<file path="src/rtl/amc_consts.vh">
// constants for the amplifier mute control block
`ifndef AMC_CONSTS_VH
`define AMC_CONSTS_VH
// register byte offsets
`define AMC_REG_CTRL 4'h0
`define AMC_REG_STAT 4'h4
// control register field positions
`define AMC_CTRL_SWMUTE 0
`define AMC_CTRL_POLHIGH 1
`define AMC_CTRL_PULLUP 2
// control reset value: pull-down, active high, software mute off
`define AMC_CTRL_RST 3'h2
// status register field positions
`define AMC_STAT_MUTE 0
`define AMC_STAT_LINE 1
`define AMC_STAT_PINOPT 4
// interface option codes
`define AMC_OPT_STANDARD 2'h0
`define AMC_OPT_WEB 2'h1
`define AMC_OPT_SERIAL 2'h2
`endif

</file>
<file path="src/rtl/amc_mute_ctrl.v">
// amplifier mute decision with avalon-mm control registers
`timescale 1ns/10ps
//
// Contract
// - mute state turns off output power stage
// - polarity setting selects active high or low
// - bias setting; floating line reads bias level
// - muted when line level equals active level
// - default pull-down bias, high level mutes
// - host writes polarity and bias at run time
// - software mute overrides hardware mute line
// - shared pins assigned by ordered interface option
// - interface option is build-time parameter only
//
`include "amc_consts.vh"

module amc_mute_ctrl #(
	parameter [1:0] PIN_OPTION = `AMC_OPT_STANDARD
) (
	// clock, reset, enable
	input wire clk_sys,
	input wire nrst,
	input wire clkEn,
	// avalon-mm slave
	input wire [3:0] avsAddress,
	input wire avsRead,
	input wire avsWrite,
	input wire [31:0] avsWriteData,
	input wire [3:0] avsByteEnable,
	output reg [31:0] avsReadData,
	output reg avsWaitRequest,
	// mute line pin
	input wire muteLineIn,
	input wire muteLineDriven,
	output reg muteBiasPullUp,
	// amplifier
	output reg powerStageOn,
	output reg muteActive,
	// shared connector pins in standard option
	input wire unitAddrPinIn0,
	input wire unitAddrPinIn1,
	input wire unitAddrPinIn2,
	output reg [2:0] unitAddr,
	output reg ethSelect,
	output reg serialSelect
);

	// ********************************
	// bus handshake
	// ********************************
	// start: request seen while waitrequest high
	// finish: request seen while waitrequest low
	wire busRequest;
	wire busStart;
	wire busFinish;
	wire ctrlSelect;
	wire statSelect;
	assign busRequest = avsRead | avsWrite;
	assign busStart = busRequest & avsWaitRequest;
	assign busFinish = busRequest & ~avsWaitRequest;
	assign ctrlSelect = (avsAddress == `AMC_REG_CTRL);
	assign statSelect = (avsAddress == `AMC_REG_STAT);

	// ********************************
	// control register
	// ********************************
	reg [2:0] ctrl;
	reg [2:0] next_ctrl;

	// write lands at the finishing edge only
	always @* begin
		next_ctrl = ctrl;
		if (avsWrite && busFinish && ctrlSelect && avsByteEnable[0]) begin
			next_ctrl = avsWriteData[2:0];
		end
	end

	always @(posedge clk_sys or negedge nrst) begin
		if (!nrst) begin
			ctrl <= `AMC_CTRL_RST;
		end else if (clkEn) begin
			ctrl <= next_ctrl;
		end
	end

	// ********************************
	// mute line synchroniser
	// ********************************
	reg lineSync1;
	reg lineSync2;
	reg drivenSync1;
	reg drivenSync2;

	always @(posedge clk_sys or negedge nrst) begin
		if (!nrst) begin
			lineSync1 <= 1'b0;
			lineSync2 <= 1'b0;
		end else if (clkEn) begin
			lineSync1 <= muteLineIn;
			lineSync2 <= lineSync1;
		end
	end

	always @(posedge clk_sys or negedge nrst) begin
		if (!nrst) begin
			drivenSync1 <= 1'b0;
			drivenSync2 <= 1'b0;
		end else if (clkEn) begin
			drivenSync1 <= muteLineDriven;
			drivenSync2 <= drivenSync1;
		end
	end

	// ********************************
	// address strap synchroniser
	// ********************************
	// straps idle high, so reset to all ones
	reg [2:0] addrSync1;
	reg [2:0] addrSync2;

	always @(posedge clk_sys or negedge nrst) begin
		if (!nrst) begin
			addrSync1 <= 3'h7;
			addrSync2 <= 3'h7;
		end else if (clkEn) begin
			addrSync1 <= {unitAddrPinIn2, unitAddrPinIn1, unitAddrPinIn0};
			addrSync2 <= addrSync1;
		end
	end

	// ********************************
	// mute decision
	// ********************************
	wire biasUp;
	wire lineLevel;
	wire activeLevel;
	wire hwMute;
	wire swMute;
	wire next_mute;
	assign biasUp = ctrl[`AMC_CTRL_PULLUP];
	// floating line reads the selected bias
	assign lineLevel = drivenSync2 ? lineSync2 : biasUp;
	assign activeLevel = ctrl[`AMC_CTRL_POLHIGH];
	assign hwMute = (lineLevel == activeLevel);
	assign swMute = ctrl[`AMC_CTRL_SWMUTE];
	// software mute wins over the line
	assign next_mute = swMute | hwMute;

	// ********************************
	// interface option decode
	// ********************************
	wire optStandard;
	wire optWeb;
	wire optSerial;
	assign optStandard = (PIN_OPTION == `AMC_OPT_STANDARD);
	assign optWeb = (PIN_OPTION == `AMC_OPT_WEB);
	assign optSerial = (PIN_OPTION == `AMC_OPT_SERIAL);

	reg [2:0] next_unitAddr;
	always @* begin
		next_unitAddr = 3'h7;
		if (optStandard) begin
			next_unitAddr = addrSync2;
		end
	end

	// ********************************
	// bus answer
	// ********************************
	reg next_waitRequest;
	reg [31:0] next_readData;

	// waitrequest low for one cycle per access
	always @* begin
		next_waitRequest = 1'b1;
		if (busStart) begin
			next_waitRequest = 1'b0;
		end
	end

	// read data stands while waitrequest is low
	always @* begin
		next_readData = 32'h0;
		if (avsRead && busStart) begin
			if (ctrlSelect) begin
				next_readData = {29'h0, ctrl};
			end else if (statSelect) begin
				next_readData = {26'h0, PIN_OPTION, 2'h0, lineLevel, muteActive};
			end
		end
	end

	always @(posedge clk_sys or negedge nrst) begin
		if (!nrst) begin
			avsWaitRequest <= 1'b1;
			avsReadData <= 32'h0;
		end else if (clkEn) begin
			avsWaitRequest <= next_waitRequest;
			avsReadData <= next_readData;
		end
	end

	// ********************************
	// amplifier outputs
	// ********************************
	always @(posedge clk_sys or negedge nrst) begin
		if (!nrst) begin
			muteActive <= 1'b1;
			powerStageOn <= 1'b0;
		end else if (clkEn) begin
			muteActive <= next_mute;
			powerStageOn <= ~next_mute;
		end
	end

	always @(posedge clk_sys or negedge nrst) begin
		if (!nrst) begin
			muteBiasPullUp <= 1'b0;
		end else if (clkEn) begin
			muteBiasPullUp <= biasUp;
		end
	end

	// ********************************
	// shared pin outputs
	// ********************************
	always @(posedge clk_sys or negedge nrst) begin
		if (!nrst) begin
			unitAddr <= 3'h7;
		end else if (clkEn) begin
			unitAddr <= next_unitAddr;
		end
	end

	// option is a build-time constant only
	always @(posedge clk_sys or negedge nrst) begin
		if (!nrst) begin
			ethSelect <= 1'b0;
			serialSelect <= 1'b0;
		end else if (clkEn) begin
			ethSelect <= optWeb;
			serialSelect <= optSerial;
		end
	end

endmodule // amc_mute_ctrl

</file>
<file path="config.mk">
export PLATFORM = sky130hd
export DESIGN_NAME = amc_mute_ctrl
export DESIGN_NICKNAME = d
export VERILOG_FILES = /design/src/rtl/amc_mute_ctrl.v
export VERILOG_INCLUDE_DIRS = /design/src /design/src/rtl
export SDC_FILE = /design/constraint.sdc
export NUM_CORES = 1
export LEC_CHECK = 0
export ABC_CLOCK_PERIOD_IN_PS = 1200
export BUFFER_PORTS_ARGS = -buffer_cell sky130_fd_sc_hd__buf_2
export CAP_MARGIN = 30
export CORE_MARGIN = 2
export CORE_UTILIZATION = 35
export CTS_BUF_LIST = sky130_fd_sc_hd__clkbuf_4 sky130_fd_sc_hd__clkbuf_8 sky130_fd_sc_hd__clkbuf_16
export DETAILED_ROUTE_END_ITERATION = 16
export PLACE_DENSITY_LB_ADDON = 0.2
export SETUP_SLACK_MARGIN = 0.1
export SLEW_MARGIN = 20
export SYNTH_ARGS = -nofsm -noshare
export SYNTH_HDL_FRONTEND = slang
export SYNTH_SLANG_ARGS = --single-unit
</file>
<file path="constraint.sdc">
create_clock -name clk_sys -period 1.2 [get_ports clk_sys]
set_clock_uncertainty 0.15 [all_clocks]
set_input_delay 0.06 -clock clk_sys [delete_from_list [all_inputs] [get_ports clk_sys]]
set_output_delay 0.06 -clock clk_sys [all_outputs]
set_load 0.1 [all_outputs]
</file>
==> qor.csv, run 1 <==
metric,value,unit
Post-CTS Hold Fix Bufs,11,
syn avg cell area,12.2,um2
Die Wd,62.4,um
Placeable Area,3310,um2
Initial Utilization,36.0,%
vias in the first global route,732,
Reg power frac,39.5,%
status,"finished, violations left",
Setup Viol. Count Final,15,
vias per cell,4.14,
Net Sw Frac,45.1,%
clock sinks,23,
Post-synth EDFFs,0,
number of fill cells,303,
Detailed Routing Iterations Pass 1,4,
Achievable Freq,690,MHz
"CTS clk-pin slew, worst paths",130,ps
Hold Path Class,in -> reg,
Tightest Pin Transition,516,ps
cell count after synthesis,98,
Tmin final,1450,ps
CP max-delay cell,dfstp_4,
Comb power frac,46.9,%
CTS tree,built,
Final ANT Viol Nets,0,
crit start category,register,
Routed WL per cell,11.1,um
global-route wire length before repair,3250,um
"IR drop worst, VDD",0.483,mV
clk buf depth,2,
PwrDens,1550,nW/um2
register area share after synthesis,49.5,%
Yosys reg bits,23,
Worst Path Max Fanout,3,
CP Cell Sequence,nand4b_1 > nor2_4 > mux2_2,
final setup margin,-250,ps
pre-CTS setup slack,-276,ps
Residual DRC,0,
Switch Pwr,0.00115,W
grt total ovfl,0,
Placed Area,1480,um2
max cap viols,0,
Final period util,121,%
Rows,21,
DR iter-0 viols,6,
area growth from synthesis to layout,38.2,%
Inst Count DP,172,
Boundary Pins,91,
input/output buffers,27,
DR vias,782,
final hold slack,-70.1,ps
count of final hold-check violations,3,
"Design Area, Final",1650,um2
nets,194,
H-tree Lvls,1,
Total GRT Usage,10.6,%
initial antenna violation count,0,
largest net degree at the start of global routing,24,
clock latency on the worst-skew pair,300,ps
CP peak stage delay,490,ps
Yosys warnings,0,
ys flop type,dfstp_2,
Clock Power Share,13.6,%
WP data required,1250,ps
final cell count without fillers,189,
detailed placement HPWL,1500,um
# diodes,0,
Max Slew Vio Count,0,
Netlist Area Pre-Place,1190,um2
internal power,0.00140,W
die area,3890,um2
Critical Path AT,1500,ps
Routed WL,2110,um
failing checks,"hold timing, setup timing",
Final Util,49.8,%
RSZ-0062 raised after global routing,true,
routability cong.,0.715,
CTS Buf Count,3,
static leakage,0.746,nW
post-synth cell types,22,
nature of the critical path endpoint,register,
headroom to the max-slew limit,65.6,%
ys async rst share,100,%
Setup Crit Path Kind,reg -> reg,
CTS root buffer,clkbuf_4,
die height,62.4,um
layout cells sized above 1,53.8,%
power by group through the flow:
stage / clock network (W) / logic, W / registers, W
2_1_floorplan: 0 / 0.000649 / 0.00131
5_1_grt: 0.000387 / 0.00123 / 0.00102
3_5_place_dp: 0 / 0.00114 / 0.00102
6_report: 0.000346 / 0.00120 / 0.00101
3_3_place_gp: 0 / 0.00113 / 0.00101
4_1_cts: 0.000367 / 0.00120 / 0.00101
layout make-up:
type	count	area [um2]	area share (%)
repair buffers	45	455	27.6
well taps	46	57.6	3.49
clock inverters	1	5.00	0.304
inverters	4	15.0	0.911
clock buffers	3	22.5	1.37
multi-input cells	67	474	28.8
flip-flops and latches	23	618	37.5
worst max-delay path: cells and delay by family, from the launching register on:
kind             cells  cell delay (ps)
multiplexers         1              340
flip-flops           1              490
AND/OR/NAND/NOR      2              360
registers in the layout, indices dropped and copies added, names as in the netlist:
signal	cells
drivenSync1	1
muteActive	1
drivenSync2	1
muteBiasPullUp	1
lineSync1	1
ctrl	3
avsReadData	3
unitAddr	3
addrSync1	3
lineSync2	1
addrSync2	3
powerStageOn	1
avsWaitRequest	1
layout by cell type (no fill, tap or decap), drive strengths merged, types with 2 or more instances in the layout:
master       synthesis  final
buf                 33     34
clkbuf               1      3
conb                 1     31
dfrtp               11     11
dfstp               12     12
dlygate4sd3          0     11
inv                  4      4
mux2                17     17
mux2i                2      2
nand4                2      2
nor2                 2      2
o22ai                4      4
synthesized netlist by cell type, types with 2 or more instances:
cell type | count | share of area (%)
o22ai_1 | 4 | 2.1
dfrtp_1 | 11 | 23
dfstp_2 | 12 | 26
nand4_1 | 2 | 1.0
inv_1 | 4 | 1.3
buf_2 | 2 | 0.84
mux2_2 | 17 | 16
mux2i_1 | 2 | 1.7
buf_4 | 31 | 20
path summary, 6_finish.rpt:
| path | from | slack (ps) | cells after the start | to |
|---|---|---|---|---|
| setup reg to reg | avsWaitRequest | -250 | 3 | ctrl[2] |
| max in group asynchronous | nrst | 420 | 2 | muteBiasPullUp |
| setup / recovery | avsWaitRequest | -250 | 3 | ctrl[2] |
| hold / removal | avsAddress[0] | -70 | 3 | avsReadData[2] |
| hold reg to reg | drivenSync1 | 370 | 1 | drivenSync2 |
| min in group asynchronous | nrst | 90 | 2 | lineSync1 |
stage by stage:
stage          power [W]  TNS, ps
2_1_floorplan    0.00196    -1270
3_3_place_gp     0.00215     -948
3_5_place_dp     0.00216     -945
4_1_cts          0.00257    -2140
5_1_grt          0.00264    -2570
6_report         0.00255    -2040
logic make-up after synthesis:
family | count (synthesis) | share of synthesized area [%]
xor gates and xnor gates | 1 | 0.735
DFF | 23 | 49.5
AOI/OAI and AO/OA | 8 | 4.83
other | 1 | 0.314
and+or+nand+nor | 8 | 4.93
buffers and inverters | 38 | 21.9
muxes | 19 | 17.7
per-layer routing:
metal,GRT usage (%),share of wire [%],up-vias,routed length (um)
li1,-,-,363,-
met1,13.2,44,370,920
met2,17.7,48,47,1020
met3,2.16,7.1,2,149
met4,5.00,0.71,0,15
met5,0,0,-,0
timing repair:
item	4_1_cts	5_1_grt
setup buffers	2	0
pin swaps	1	2
resized for setup	3	1
setup endpoints to repair	19	19
hold endpoints to repair	35	3
cloned	0	0
No activity file was read; power rests on OpenSTA's default activity.
==> run 2: changes to the inputs <==
--- a/config.mk
+++ b/config.mk
@@ -14,7 +14,7 @@
 export CTS_BUF_LIST = sky130_fd_sc_hd__clkbuf_4 sky130_fd_sc_hd__clkbuf_8 sky130_fd_sc_hd__clkbuf_16
 export DETAILED_ROUTE_END_ITERATION = 16
 export PLACE_DENSITY_LB_ADDON = 0.2
-export SETUP_SLACK_MARGIN = 0.1
+export SETUP_SLACK_MARGIN = 0.2
 export SLEW_MARGIN = 20
 export SYNTH_ARGS = -nofsm -noshare
 export SYNTH_HDL_FRONTEND = slang
==> run 2 against run 1 <==
  * The flow still finishes with violations (hold timing, setup timing)
  * Fmax decreased by 0.78%
  * Critical endpoint unchanged
  * Critical path type unchanged
  * Final area shrank 0.61%
  * Critical path depth unchanged
  * Die area unchanged
  * First-iteration DRC count grew 50%
  * Global-route usage up 0.31 points
  * Total power decreased by 0.32%
  * Hold slack got worse by 17 ps
==> qor.csv, run 2 (synthesis gave the netlist of run 1 again) <==
metric,value,unit
# diodes,0,
"Design Area, Final",1640,um2
final hold slack,-86.8,ps
Residual DRC,0,
WP data required,1250,ps
CTS tree,built,
max cap viols,0,
Tmin final,1460,ps
Initial Utilization,36.0,%
Total GRT Usage,10.9,%
Die Wd,62.4,um
layout cells sized above 1,52.8,%
Worst Path Max Fanout,3,
Post-CTS Hold Fix Bufs,11,
Achievable Freq,684,MHz
Hold Path Class,in -> reg,
global-route wire length before repair,3420,um
Rows,21,
final cell count without fillers,188,
initial antenna violation count,0,
Max Slew Vio Count,0,
vias per cell,4.02,
pre-CTS setup slack,-320,ps
reg2reg path depth,3,
largest net degree at the start of global routing,24,
"IR drop worst, VDD",0.687,mV
Detailed Routing Iterations Pass 1,4,
DR vias,755,
"most common cell after layout, fill and taps aside",conb_1,
crit start category,register,
Setup Crit Path Kind,reg -> reg,
vias in the first global route,737,
r2r endpoint,ctrl[2],
worst r2r src,avsWaitRequest,
final setup margin,-262,ps
failing checks,"hold timing, setup timing",
input/output buffers,27,
"CTS clk-pin slew, worst paths",120,ps
PwrDens,1550,nW/um2
Final period util,122,%
count of final hold-check violations,3,
clock sinks,23,
Routed WL,1910,um
clock latency on the worst-skew pair,300,ps
most frequent cells in the layout,"conb_1 (31), buf_2 (17), mux2_2 (14)",
CTS root buffer,clkbuf_4,
routability cong.,0.750,
Routed WL per cell,10.1,um
detailed placement HPWL,1490,um
crit path launch,avsWaitRequest,
Setup Viol. Count Final,12,
static leakage,0.740,nW
area growth from synthesis to layout,37.4,%
DR iter-0 viols,9,
nets,193,
Boundary Pins,91,
RSZ-0062 raised after global routing,true,
clk buf depth,2,
Critical Path AT,1510,ps
Inst Count DP,171,
die height,62.4,um
Final ANT Viol Nets,0,
worst reg2reg setup slack,-260,ps
die area,3890,um2
grt total ovfl,0,
Final Util,49.5,%
nature of the critical path endpoint,register,
Placeable Area,3310,um2
Placed Area,1470,um2
H-tree Lvls,1,
status,"finished, violations left",
CTS Buf Count,3,
crit path capture,ctrl[2],
## run 2: changes by cell type in the layout (fill, tap and decap cells not counted)
cell / change
o22ai_1: +1
buf_4: -2
buf_6: +1
o22ai_2: -1
## run 2: critical path: stages (launching register included)
cell and delay [ps]:
dfstp_4 490, nand4b_1 230, nor2_4 150, mux2_2 350
## run 2: layout make-up
cell class              count  area [um2]
repair buffers             44         452
flip-flops and latches     23         618
fillers                   299        1670
clock inverters             1        5.00
multi-input cells          67         468
clock buffers               3        22.5
well taps                  46        57.6
inverters                   4        15.0
## run 2: through the flow
step | total power (W) | TNS (ps)
floorplan | 0.00196 | -1270
global placement | 0.00215 | -966
detailed placement | 0.00216 | -1000
CTS | 0.00254 | -1780
global route | 0.00266 | -2460
finish | 0.00254 | -1590
## run 2: worst min-delay path by stage
stage / cells past startpoint / end / startpoint / slack, ps
floorplan: 0 / avsReadData[0] / nrst / -390
global route: 3 / avsReadData[2] / avsAddress[3] / -100
CTS: 3 / avsReadData[2] / avsAddress[0] / -90
finish: 3 / avsReadData[2] / avsAddress[0] / -90
detailed placement: 1 / ctrl[0] / nrst / -100
global placement: 1 / ctrl[0] / nrst / -90
## run 2: routing by layer
metal / global-route usage [%] / part of all wire (%) / wire (um)
met1: 14.4 / 42 / 808
met2: 18.2 / 49 / 929
met3: 1.08 / 8.0 / 152
met4: 5.00 / 0.94 / 18
met5: 0 / 0 / 0
## run 2: timing repair
item,CTS,global route
resized for setup,2,2
cloned,0,0
pin swaps,0,0
endpoints found under the setup margin,20,21
hold endpoints to repair,35,3
buffers inserted,1,1
## run 2: power breakdown
| group | switching (W) | internal [W] |
|---|---|---|
| Combinational | 0.000850 | 0.000345 |
| Clock | 0.000217 | 0.000124 |
| Sequential | 0.0000711 | 0.000933 |
| Total | 0.00114 | 0.00140 |
